`config.mk`:
```
export PLATFORM = sky130hd
export DESIGN_NAME = slow_init_responder
export DESIGN_NICKNAME = d
export VERILOG_FILES = /design/src/shared/slow_init_pkg.sv /design/src/core/si_fifo.sv /design/src/core/si_bit_tx.sv /design/src/core/slow_init_responder.sv
export SDC_FILE = /design/constraint.sdc
export NUM_CORES = 1
export LEC_CHECK = 0
export BUFFER_PORTS_ARGS = -buffer_cell sky130_fd_sc_hd__buf_4
export CORE_UTILIZATION = 33
export DETAILED_ROUTE_END_ITERATION = 10
export GPL_ROUTABILITY_DRIVEN = 0
export MAX_ROUTING_LAYER = met4
export RECOVER_POWER = 25
export SKIP_CTS_REPAIR_TIMING = 1
export SLEW_MARGIN = 5
export SYNTH_ARGS = -nofsm -noshare
export SYNTH_HDL_FRONTEND = slang
export SYNTH_SLANG_ARGS = --single-unit
```
`constraint.sdc`:
```
create_clock -name clk_sys -period 2.6 [get_ports clk_sys]
set_clock_uncertainty 0.15 [all_clocks]
set_input_delay 0.52 -clock clk_sys [delete_from_list [all_inputs] [get_ports clk_sys]]
set_output_delay 0.52 -clock clk_sys [all_outputs]
set_load 0.01 [all_outputs]
```
`src/shared/slow_init_pkg.sv`:
```
// Package for the slow-init header responder: timing counts, bytes, states.
// Assumes a 100 MHz system clock; counts derive from times in their own units, the link bit count from its bit rate.
package slow_init_pkg;
   localparam int CLK_HZ = 100_000_000;
   // Address bit rate of 5 bit/s, one bit lasts 200 ms.
   localparam int ADDR_BIT_MS = 200;
   localparam int ADDR_BIT_CYC = ADDR_BIT_MS * (CLK_HZ / 1000);
   // Header and later traffic run at 10400 bit/s; rounded down to whole cycles.
   localparam int LINK_BPS = 10400;
   localparam int LINK_BIT_CYC = CLK_HZ / LINK_BPS;
   // Least gap from address stop bit to sync pattern, rounded up.
   localparam int ADDR_TO_SYNC_MS = 60;
   localparam int ADDR_TO_SYNC_CYC = ADDR_TO_SYNC_MS * (CLK_HZ / 1000);
   // Gap values are not fixed here; plain short defaults in microseconds, to be set per product.
   localparam int SYNC_TO_KEY_US = 20;
   localparam int SYNC_TO_KEY_CYC = SYNC_TO_KEY_US * (CLK_HZ / 1_000_000);
   localparam int KEY_GAP_US = 20;
   localparam int KEY_GAP_CYC = KEY_GAP_US * (CLK_HZ / 1_000_000);
   localparam int HS_WINDOW_US = 200;
   localparam int HS_WINDOW_CYC = HS_WINDOW_US * (CLK_HZ / 1_000_000);
   localparam int HS_REPLY_US = 1;
   localparam int HS_REPLY_CYC = HS_REPLY_US * (CLK_HZ / 1_000_000);
   // Bytes of the header, and the receive FIFO depth.
   localparam logic [7:0] STD_ADDR = 8'h33;
   localparam logic [7:0] SYNC_BYTE = 8'h55;
   localparam logic [6:0] KEY1_DEF = 7'h08;
   localparam logic [6:0] KEY2_DEF = 7'h08;
   localparam int FIFO_DEPTH = 8;

   typedef enum logic [3:0] {
      ST_IDLE = 4'b0000,
      ST_ADDR = 4'b0001,
      ST_W1 = 4'b0010,
      ST_SYNC = 4'b0011,
      ST_W2 = 4'b0100,
      ST_KEY1 = 4'b0101,
      ST_W3 = 4'b0110,
      ST_KEY2 = 4'b0111,
      ST_HS = 4'b1000,
      ST_W4 = 4'b1001,
      ST_INV = 4'b1010,
      ST_DONE = 4'b1011
   } init_state_t;

   // Odd parity bit for a 7-bit key word.
   function automatic logic odd_par(input logic [6:0] k);
      odd_par = ~(^k);
   endfunction : odd_par
endpackage : slow_init_pkg

```
`src/core/si_fifo.sv`:
```
// Small synchronous FIFO with valid/ready on both sides.
// Assumes a single clock domain shared by filler and drainer.
`timescale 1ns/1ps
module si_fifo #(
   parameter int WIDTH = 8,
   parameter int DEPTH = 8
) (
   input wire logic clk_sys,
   input wire logic arst_n,
   input wire logic [WIDTH-1:0] in_data,
   input wire logic in_valid,
   output logic in_ready,
   output logic [WIDTH-1:0] out_data,
   output logic out_valid,
   input wire logic out_ready
);
   localparam int AW = $clog2(DEPTH);
   typedef struct packed {
      logic [AW-1:0] wp;
      logic [AW-1:0] rp;
      logic [AW:0] cnt;
   } fifo_t;
   fifo_t s_r, s_nxt;
   logic [WIDTH-1:0] mem [DEPTH];
   logic push, pop;

   // Handshakes are combinational; storage is flip-flops.
   assign in_ready = (s_r.cnt != (AW+1)'(DEPTH));
   assign out_valid = (s_r.cnt != '0);
   assign push = in_valid && in_ready;
   assign pop = out_valid && out_ready;
   assign out_data = mem[s_r.rp];

   // Pointers wrap at DEPTH so non-power-of-two depths stay honest.
   always_comb begin
      s_nxt = s_r;
      if (push) begin
         s_nxt.wp = (s_r.wp == AW'(DEPTH-1)) ? '0 : s_r.wp + 1'b1;
      end
      if (pop) begin
         s_nxt.rp = (s_r.rp == AW'(DEPTH-1)) ? '0 : s_r.rp + 1'b1;
      end
      s_nxt.cnt = s_r.cnt + (AW+1)'(push) - (AW+1)'(pop);
   end

   always_ff @(posedge clk_sys or negedge arst_n) begin
      if (!arst_n) begin
         s_r <= '0;
      end else begin
         s_r <= s_nxt;
      end
   end

   // The array has no reset; the count keeps stale words unseen.
   always_ff @(posedge clk_sys) begin
      if (push) begin
         mem[s_r.wp] <= in_data;
      end
   end

   a_fifo_no_over: assert property (@(posedge clk_sys) disable iff (!arst_n)
      s_r.cnt <= (AW+1)'(DEPTH)) else $error("FIFO count beyond depth.");
endmodule : si_fifo

```
`src/core/si_bit_tx.sv`:
```
// NRZ frame shifter: start bit, 8 data bits LSB first, stop bit.
// Assumes the caller holds start high for one cycle while busy is low.
`timescale 1ns/1ps
module si_bit_tx #(
   parameter int BIT_CYC = 9615
) (
   input wire logic clk_sys,
   input wire logic arst_n,
   input wire logic start,
   input wire logic [7:0] data,
   output logic busy,
   output logic done,
   output logic line
);
   typedef struct packed {
      logic busy;
      logic done;
      logic [9:0] sh;
      logic [3:0] nb;
      logic [15:0] cnt;
   } tx_t;
   tx_t s_r, s_nxt;

   // Each level is held for the whole bit period, no return to rest.
   always_comb begin
      s_nxt = s_r;
      s_nxt.done = 1'b0;
      if (!s_r.busy) begin
         if (start) begin
            s_nxt.busy = 1'b1;
            s_nxt.sh = {1'b1, data, 1'b0};
            s_nxt.nb = 4'd9;
            s_nxt.cnt = 16'(BIT_CYC - 1);
         end
      end else if (s_r.cnt != '0) begin
         s_nxt.cnt = s_r.cnt - 1'b1;
      end else if (s_r.nb == '0) begin
         s_nxt.busy = 1'b0;
         s_nxt.done = 1'b1;
         s_nxt.sh = 10'h3FF;
      end else begin
         s_nxt.sh = {1'b1, s_r.sh[9:1]};
         s_nxt.nb = s_r.nb - 1'b1;
         s_nxt.cnt = 16'(BIT_CYC - 1);
      end
   end

   always_ff @(posedge clk_sys or negedge arst_n) begin
      if (!arst_n) begin
         s_r <= '{busy: 1'b0, done: 1'b0, sh: 10'h3FF, nb: 4'h0, cnt: 16'h0000};
      end else begin
         s_r <= s_nxt;
      end
   end

   assign busy = s_r.busy;
   assign done = s_r.done;
   assign line = s_r.busy ? s_r.sh[0] : 1'b1;

   a_tx_start_low: assert property (@(posedge clk_sys) disable iff (!arst_n)
      (start && !busy) |=> !line) else $error("Start bit not low.");
endmodule : si_bit_tx

```
`src/core/slow_init_responder.sv`:
```
// Control-unit end of the slow-init header on the K and L diagnostic lines.
// Assumes K and L arrive through level shifters as logic levels; K is open drain.
// Contract
// - NRZ levels held each whole bit
// - Decode address; 0x33 selects standard format
// - Frame: low start, 8 LSB first, high stop
// - Hold K high at least 60 ms
// - Send sync byte 0x55 framed
// - Hold K high for sync-to-key gap
// - Send exactly two key words
// - Key frame: start, 7 bits, parity, stop
// - Key parity makes ones count odd
// - Reply with inverted address within window
// - Key word selects the response gap
// - Header runs at 10400 bit/s
`timescale 1ns/1ps
module slow_init_responder
   import slow_init_pkg::*;
#(
   parameter int ADDR_BIT = ADDR_BIT_CYC,
   parameter int LINK_BIT = LINK_BIT_CYC,
   parameter int W1_CYC = ADDR_TO_SYNC_CYC,
   parameter int W2_CYC = SYNC_TO_KEY_CYC,
   parameter int W3_CYC = KEY_GAP_CYC,
   parameter int W4_CYC = HS_WINDOW_CYC,
   parameter int REPLY_CYC = HS_REPLY_CYC,
   parameter logic [6:0] KEY1 = KEY1_DEF,
   parameter logic [6:0] KEY2 = KEY2_DEF
) (
   input wire logic clk_sys,
   input wire logic arst_n,
   input wire logic k_in,
   output logic k_out,
   output logic k_oe_n,
   input wire logic l_in,
   input wire logic [7:0] addr_accept,
   input wire logic enable,
   output logic init_done,
   output logic std_format,
   output logic [7:0] init_addr,
   output logic init_fail,
   output logic [6:0] gap_key,
   output logic [7:0] rx_data,
   output logic rx_valid,
   input wire logic rx_ready
);
   typedef struct packed {
      init_state_t st;
      logic [31:0] tmr;
      logic [3:0] bit_n;
      logic [7:0] sh;
      logic [7:0] addr;
      logic busy_rx;
      logic last_k;
      logic done;
      logic fail;
      logic std;
      logic tx_go;
      logic [7:0] tx_byte;
      logic push;
      logic [7:0] push_d;
   } top_t;
   top_t s_r, s_nxt;

   logic k_m, k_s, l_m, l_s, kl;
   logic tx_busy, tx_done, tx_line, f_ready;
   logic [31:0] slow_rx_bit;

   // Two flops on each pin before any logic reads it.
   always_ff @(posedge clk_sys or negedge arst_n) begin
      if (!arst_n) begin
         k_m <= 1'b1;
         k_s <= 1'b1;
         l_m <= 1'b1;
         l_s <= 1'b1;
      end else begin
         k_m <= k_in;
         k_s <= k_m;
         l_m <= l_in;
         l_s <= l_m;
      end
   end

   // Address may come on K, L or both; a low on either counts as a zero.
   assign kl = k_s & l_s;
   // Byte receive bit period: slow during address, link rate afterwards.
   assign slow_rx_bit = (s_r.st == ST_IDLE || s_r.st == ST_ADDR) ? 32'(ADDR_BIT) : 32'(LINK_BIT);

   // The transmitter runs at the link rate for the whole header.
   si_bit_tx #(.BIT_CYC(LINK_BIT)) u_tx (
      .clk_sys(clk_sys),
      .arst_n(arst_n),
      .start(s_r.tx_go),
      .data(s_r.tx_byte),
      .busy(tx_busy),
      .done(tx_done),
      .line(tx_line)
   );

   // Received handshake bytes are offered to the user; a full FIFO stalls the push, and a later handshake byte overwrites the one held.
   si_fifo #(.WIDTH(8), .DEPTH(FIFO_DEPTH)) u_fifo (
      .clk_sys(clk_sys),
      .arst_n(arst_n),
      .in_data(s_r.push_d),
      .in_valid(s_r.push),
      .in_ready(f_ready),
      .out_data(rx_data),
      .out_valid(rx_valid),
      .out_ready(rx_ready)
   );

   // Header sequencer and a simple mid-bit sampling receiver.
   always_comb begin
      s_nxt = s_r;
      s_nxt.tx_go = 1'b0;
      if (s_r.push && f_ready) begin
         s_nxt.push = 1'b0;
      end
      if (s_r.tmr != '0) begin
         s_nxt.tmr = s_r.tmr - 1'b1;
      end
      case (s_r.st)
         ST_IDLE: begin
            if (enable && !kl) begin
               s_nxt.st = ST_ADDR;
               s_nxt.tmr = 32'(ADDR_BIT / 2);
               s_nxt.bit_n = 4'd0;
            end
         end
         ST_ADDR, ST_HS: begin
            if (s_r.tmr == '0) begin
               if (s_r.bit_n == 4'd0 && (s_r.st == ST_ADDR ? kl : k_s)) begin
                  s_nxt.st = ST_IDLE; // Glitch start bit.
               end else if (s_r.bit_n == 4'd9) begin
                  if (!(s_r.st == ST_ADDR ? kl : k_s)) begin
                     s_nxt.st = ST_IDLE;
                     s_nxt.fail = 1'b1;
                  end else if (s_r.st == ST_ADDR) begin
                     s_nxt.addr = s_r.sh;
                     // Only decoded addresses are answered.
                     if (s_r.sh == STD_ADDR || s_r.sh == addr_accept) begin
                        s_nxt.std = (s_r.sh == STD_ADDR);
                        s_nxt.st = ST_W1;
                        // Stop sampled mid-bit, so the remaining half bit is added to reach the stop bit's end.
                        s_nxt.tmr = 32'(W1_CYC + ADDR_BIT / 2);
                        s_nxt.fail = 1'b0;
                        s_nxt.done = 1'b0;
                     end else begin
                        s_nxt.st = ST_IDLE;
                     end
                  end else if (s_r.sh == ~{odd_par(KEY2), KEY2}) begin
                     s_nxt.st = ST_W4;
                     // Wait out the tester's stop bit first, so the reply never collides with it.
                     s_nxt.tmr = 32'(REPLY_CYC + LINK_BIT / 2);
                  end else begin
                     s_nxt.st = ST_IDLE;
                     s_nxt.fail = 1'b1;
                  end
                  if (s_r.st == ST_HS) begin
                     s_nxt.push = 1'b1;
                     s_nxt.push_d = s_r.sh;
                  end
               end else begin
                  if (s_r.bit_n != 4'd0) begin
                     s_nxt.sh = {(s_r.st == ST_ADDR ? kl : k_s), s_r.sh[7:1]};
                  end
                  s_nxt.bit_n = s_r.bit_n + 1'b1;
                  s_nxt.tmr = slow_rx_bit - 1;
               end
            end
         end
         ST_W1: begin
            if (s_r.tmr == '0) begin
               s_nxt.st = ST_SYNC;
               s_nxt.tx_go = 1'b1;
               s_nxt.tx_byte = SYNC_BYTE;
            end
         end
         ST_SYNC, ST_KEY1, ST_KEY2: begin
            if (tx_done) begin
               s_nxt.st = (s_r.st == ST_SYNC) ? ST_W2 : (s_r.st == ST_KEY1) ? ST_W3 : ST_HS;
               s_nxt.tmr = (s_r.st == ST_SYNC) ? 32'(W2_CYC) : (s_r.st == ST_KEY1) ? 32'(W3_CYC) : 32'(W4_CYC);
               s_nxt.bit_n = 4'd0;
            end
         end
         ST_W2, ST_W3: begin
            if (s_r.tmr == '0) begin
               // Two key words only, parity odd over all eight bits.
               s_nxt.st = (s_r.st == ST_W2) ? ST_KEY1 : ST_KEY2;
               s_nxt.tx_go = 1'b1;
               s_nxt.tx_byte = (s_r.st == ST_W2) ? {odd_par(KEY1), KEY1} : {odd_par(KEY2), KEY2};
            end
         end
         ST_W4: begin
            if (s_r.tmr == '0) begin
               s_nxt.st = ST_INV;
               s_nxt.tx_go = 1'b1;
               s_nxt.tx_byte = ~s_r.addr;
            end
         end
         ST_INV: begin
            if (tx_done) begin
               s_nxt.st = ST_DONE;
               s_nxt.done = 1'b1;
            end
         end
         ST_DONE: begin
            if (!enable) begin
               s_nxt.st = ST_IDLE;
               s_nxt.done = 1'b0;
            end
         end
         default: begin
            s_nxt.st = ST_IDLE;
         end
      endcase
      // Handshake wait: a start edge begins the byte, the window expiring abandons it.
      if (s_r.st == ST_HS && s_r.bit_n == 4'd0 && !s_r.busy_rx) begin
         if (!k_s) begin
            s_nxt.busy_rx = 1'b1;
            s_nxt.tmr = 32'(LINK_BIT / 2);
         end else if (s_r.tmr == '0) begin
            s_nxt.st = ST_IDLE;
            s_nxt.fail = 1'b1;
         end
      end
      if (s_nxt.st != ST_HS) begin
         s_nxt.busy_rx = 1'b0;
      end
      if (!enable) begin
         s_nxt.st = ST_IDLE;
      end
   end

   always_ff @(posedge clk_sys or negedge arst_n) begin
      if (!arst_n) begin
         s_r <= '{st: ST_IDLE, tx_byte: 8'hFF, default: '0};
      end else begin
         s_r <= s_nxt;
      end
   end

   // K is open drain: enable low pulls the line low, released otherwise.
   assign k_out = 1'b0;
   assign k_oe_n = tx_line;
   assign init_done = s_r.done;
   assign init_fail = s_r.fail;
   assign std_format = s_r.std;
   assign init_addr = s_r.addr;
   // The user takes this key as the selector of its response gap.
   assign gap_key = KEY2;

   a_w1_high_hold: assert property (@(posedge clk_sys) disable iff (!arst_n)
      (s_r.st == ST_W1) |-> k_oe_n) else $error("K pulled low during address-to-sync gap.");
   a_sync_after_w1: assert property (@(posedge clk_sys) disable iff (!arst_n)
      (s_r.st == ST_W1 && s_r.tmr == '0) |=> s_r.tx_go && s_r.tx_byte == SYNC_BYTE)
      else $error("Sync byte not launched after gap.");
   a_key_parity: assert property (@(posedge clk_sys) disable iff (!arst_n)
      (s_r.tx_go && (s_r.st == ST_KEY1 || s_r.st == ST_KEY2)) |-> ^s_r.tx_byte)
      else $error("Key word parity not odd.");
   a_inv_addr: assert property (@(posedge clk_sys) disable iff (!arst_n)
      (s_r.tx_go && s_r.st == ST_INV) |-> s_r.tx_byte == ~s_r.addr)
      else $error("Reply is not the inverted address.");
   a_w2_quiet: assert property (@(posedge clk_sys) disable iff (!arst_n)
      (s_r.st == ST_W2 || s_r.st == ST_W3) |-> k_oe_n) else $error("K low in key gap.");
   a_hs_timeout: assert property (@(posedge clk_sys) disable iff (!arst_n)
      (s_r.st == ST_HS && s_r.bit_n == 4'd0 && !s_r.busy_rx && k_s && s_r.tmr == '0 && enable)
      |=> s_r.st == ST_IDLE && s_r.fail) else $error("Handshake timeout not abandoned.");
   a_two_keys: assert property (@(posedge clk_sys) disable iff (!arst_n)
      (s_r.st == ST_KEY2 && tx_done && enable) |=> s_r.st == ST_HS) else $error("Extra key word.");
   a_std_decode: assert property (@(posedge clk_sys) disable iff (!arst_n)
      $rose(s_r.st == ST_W1) |-> s_r.std == (s_r.addr == STD_ADDR)) else $error("Address decode wrong.");
endmodule : slow_init_responder

```
Word-level counts from Yosys, hierarchy flattened. Memory sizes are Yosys's and may differ from the RTL's. Index checks and enable logic that the tools add are counted.

Bitwise logic cells: 4. Reductions and logical operators: 37. Equal/unequal tests: 37. Mux-type cells: 85. $add $sub $neg: 9.

Operators with widths (number): $mux W32 (6); $pmux W36 S3 (1); $mux W9 (9); $mux W40 (2); $mux W36 (2); $mux W30 (2); $mux W4 (14); $mux W56 (1); $mux W52 (1); $logic_not A32 Y1 (1); $mux W16 (2); $mux W8 (4); $pmux W4 S8 (1); $reduce_bool A32 Y1 (1); $sub A32 B1 Y32 const B (1); $mux W15 (2); $pmux W9 S3 (1); $ne A2 B2 Y1 const B (13); $sub A25 B1 Y26 const B (1); $mux W25 (1); $mux W1 (23); $eq A4 B4 Y1 const B (5); $mux W20 (1); $mux W3 (6); other kinds (39) (71).

Input port bits: 14. Memories kept: 1. RAM bits: 64. Register bits: 124. Logic and storage cells: 198. Output and inout bits: 29.

Memory list: u_fifo.mem (words 8, bits a word 8, rd ports 1, clocked after Yosys merged registers in 0, wr ports 1, line si_fifo.sv:24) `logic [WIDTH-1:0] mem [DEPTH];`.

Depth between registers and ports, before layout.
Depth after elaboration: 15. Gate-level depth with buffers: 11. Mapped depth without buffers: 11.

Hierarchy. Synthesis repeated with hierarchy kept, for this count alone.

Cells, all modules: 853. Area, all modules: 9970.8 um2.

Modules (own cells, without submodules): slow_init_responder (area each 4904.7 um2, cells each 501, instances 1, sequential area each 2067.0 um2); si_fifo (area each 3091.7 um2, cells each 149, instances 1, sequential area each 2172.1 um2); si_bit_tx (area each 1974.4 um2, cells each 203, instances 1, sequential area each 813.3 um2).

Least setup slack after synthesis. Ideal clock, no wire load.

Kind: reg-to-output. From: reg u_fifo.s_r[4] (netlist bit). To: out rx_data[0]. Setup slack: -21 ps. Cell stages (with the launch flop): 5. Path buffers: 2. Required time: 1930 ps. Arrival: 1951 ps. Cell sequence: dfrtp_1 -> clkbuf_1 -> buf_2 -> mux4_2 -> mux2_2.

Cells in the longest elaborated chain, start to end: 1.

RTL lines: start, declared (line si_fifo.sv:23) `fifo_t s_r, s_nxt;`; start signal, assigned (line si_fifo.sv:50) `s_r <= s_nxt;`; $mem_v2 Z8 W8; end, declared (line slow_init_responder.sv:43) `output logic [7:0] rx_data,`.

Every way passes these cells.

Final worst setup path.
From: reg u_fifo.s_r[4] (netlist bit). To: out rx_data[2].

The elaborated chain is that of the path after synthesis.

==> metrics.md <==
| Metric | Value |
|---|---|
| Status | complete, but fails checks |
| Failing checks | negative setup slack |
| Layout area overhead | 20.26% |
| CTS sink cnt | 188 |
| Final worst setup slack | -0.08701 ns |
| Vias | 6896 |
| Synth top area share | 26.87% |
| Ys flop type | dfrtp_1 |
| CTS root buf | clkbuf_16 |
| Ratio of cells with drive above 1 in the final layout | 27.88% |
| HPWL after DPL | 15.88 mm |
| TritonCTS buffer count | 17 |
| Sw Ratio | 31.16% |
| First-pass GRT wire length | 36.45 mm |
| Sw power | 2.385 mW |
| FP Rows | 61 |
| CP endpoint kind | output pin |
| Die W | 171.7 microns |
| Netlist Area Pre-Place | 9500 sq um |
| Crit-path max FO | 9 |
| Final Hold Fails | 0 |
| Number of global-route vias before repair | 6695 |
| Mapped Avg Cell Area | 11.31 sq um |
| Clk buf depth | 2 |
| Nets | 973 |
| Post-Route WL | 22.42 mm |
| CP max stage cell | mux4_2 |
| Rel. slew slack | 30.41% |
| Initial antenna violation count | 0 |
| Period utilization | 103.3% |
| Congestion Overflow GR | 0 |
| Top-Level Pins | 43 |
| R2r endpoint | s_r[31]$_DFFE_PN0P_ |
| Post-synthesis cell type count | 88 |
| Synth top area cells | dfrtp_1, edfxtp_1, dfstp_2 |
| CP cell instances | buf_12 > mux4_2 > mux2_4 > buf_6 |
| Util after Layout | 40.68% |
| Synthesized flop and latch total | 188 |
| Total leakage power | 4.511 nW |
| DR vias/cell | 5.177 |
| Internal | 5.269 mW |
| VDD IR max | 0.4512 mV |
| PortBufs | 34 |
| DIE AREA | 29470 sq um |
| Ys async rst share | 65.96% |
| Hold Path End | l_m$_DFF_PN1_ |
| Die height | 171.7 microns |
| Clk_lat worst skew | 0.44 ns |
| FMAX | 372.2 MHz |
| Worst Path Arrival | 2.02 ns |
| PwrDens | 669.9 nW/um^2 |
| Clk pwr share | 37.0% |
| Top-count cell post-synth | dfrtp_1 |
| Slowest stage delay, CP | 0.52 ns |
| Wire per inst | 16.83 microns |
| Pre-Repair DR Iteration Count | 6 |
| Pin count of the biggest net entering global routing | 77 |
| Tmin final | 2.687 ns |
| Setup_tns | -0.5887 ns |
| Startpoint types | register |
| Core Footprint | 28090 sq um |
| Initial core utilization | 33.82% |
| Fill count | 2661 |
| Setup violations, final | 8 |
| WP buf/inv | 2 |
| FF-to-FF Start | s_r[72]$_DFF_PN0_ |
| Synth warn | 0 |
| Max H-tree Level | 4 |
| Crit-path leading delay family | multiplexers |
| Hold depth | 1 |
| RSZ-0062 raised after global routing | yes |
| Worst hold start | l_in |
| Gate power share | 18.9% |
| Cell count after synthesis | 840 |
| CTS tree | done |
| Hold slack | 0.03549 ns |
| # Max-Cap Violations | 0 |
| Area leader, netlist | dfrtp_1 |
| Hold Crit Class | in2reg |
| Setup slack, reg-to-reg | 0.07 ns |
| Register area share after synthesis | 53.18% |
| Pwr Total | 7.653 mW |
| Post-synth EDFFs | 64 |
| Total GRT Usage | 16.53% |
| Final Slew Violations | 0 |
| Worst Path Required | 1.93 ns |
| Reg clk slew, reported paths | 0.09 ns |
| R2r worst-path depth | 6 |
| Antenna diodes | 0 |
| Crit Path Class | reg2out |
| DR iter-0 viols | 482 |
| DRC | 0 |
| Sequential share of power | 44.1% |
| Antenna Nets Post-Route | 0 |
| Synth cell count leaders | dfrtp_1, nor2_1, nand2_1 |
| Worst-Margin Slew | 1.044 ns |
kinds of logic (layout without fill, tap and decap cells):
logic type | after synthesis | after routing | share of synthesized area, %
AND/OR/NAND/NOR | 328 | 328 | 18.56
buffers and inverters | 67 | 175 | 3.477
XOR/XNOR | 49 | 49 | 4.517
flip-flops | 188 | 188 | 53.18
adder cells (fa/ha/maj) | 18 | 18 | 2.450
multiplexers | 49 | 49 | 7.981
other | 2 | 8 | 0.07905
AO/OA/AOI/OAI | 139 | 139 | 9.759
layout make-up:
class / count / area (sq um) / area share (%)
Sequential cell: 188 / 5054 / 44.23
Timing Repair Buffer: 120 / 944.7 / 8.269
Inverter: 23 / 86.33 / 0.7557
Clock inverter: 15 / 220.2 / 1.927
Multi-Input combinational cell: 591 / 4222 / 36.95
Clock buffer: 17 / 425.4 / 3.724
Tap cell: 378 / 473.0 / 4.140
power by group through the flow:
stage          Clock (mW)  Sequential (mW)  Combinational [mW]
6_report             2.83             3.37                1.45
5_1_grt              3.02             3.39                1.62
4_1_cts              2.91             3.36                1.40
3_5_place_dp            0             3.42                1.38
3_3_place_gp            0             3.41                1.39
2_1_floorplan           0             3.36               0.925
cell usage in the layout (no fill, tap or decap), types with 7 or more instances in the layout:
master,count
or3_1,7
nand4_1,9
nor2_1,83
dfrtp_1,101
buf_4,109
xor2_1,29
nand2_1,78
conb_1,8
nand3_1,15
mux4_2,16
nand2b_1,14
ha_1,17
edfxtp_1,64
clkbuf_16,18
mux2_2,22
nor4_1,12
a21oi_1,26
o21ai_0,27
mux2_4,11
inv_1,23
xnor2_1,20
nor3_1,40
inv_12,8
a31oi_1,13
dfstp_2,22
o21a_1,8
registers in the layout (all words and copies together), names as in the netlist:
name        flops
l_s             1
init_fail       1
u_fifo.mem     64
u_tx.busy       1
k_m             1
u_fifo.s_r     10
std_format      1
u_tx.s_r       30
init_done       1
init_addr       8
s_r            67
k_s             1
l_m             1
u_tx.done       1
stage by stage:
stage	cells	cell area (sq um)	setup slack [ns]
after floorplan	846	9524	0.07564
after global placement	1297	10660	0.07615
after global routing	1332	11420	-0.1540
final	1332	11420	-0.08701
after detailed placement	1297	10660	0.04931
after CTS	1329	11300	-0.1347
worst max path at each step:
| stage | start | end | slack [ns] | cells past startpoint |
|---|---|---|---|---|
| floorplan | s_r[43]$_DFF_PN0_ | s_r[31]$_DFFE_PN0P_ | 0.08 | 8 |
| global placement | s_r[72]$_DFF_PN0_ | s_r[34]$_DFFE_PN0P_ | 0.08 | 6 |
| detailed placement | s_r[72]$_DFF_PN0_ | s_r[31]$_DFFE_PN0P_ | 0.05 | 6 |
| CTS | u_fifo.s_r[4]$_DFFE_PN0P_ | rx_data[0] | -0.13 | 4 |
| global route | u_fifo.s_r[4]$_DFFE_PN0P_ | rx_data[7] | -0.15 | 4 |
| finish | u_fifo.s_r[4]$_DFFE_PN0P_ | rx_data[2] | -0.09 | 4 |
layer usage:
metal / share of wire, % / up-vias / global-route usage, %
li1: - / 3245 / -
met1: 47 / 3462 / 22.17
met2: 48 / 168 / 25.66
met3: 4.5 / 21 / 2.945
met4: 1.1 / 0 / 4.387
met5: 0 / - / -
Power figures use the tool's default switching activity.
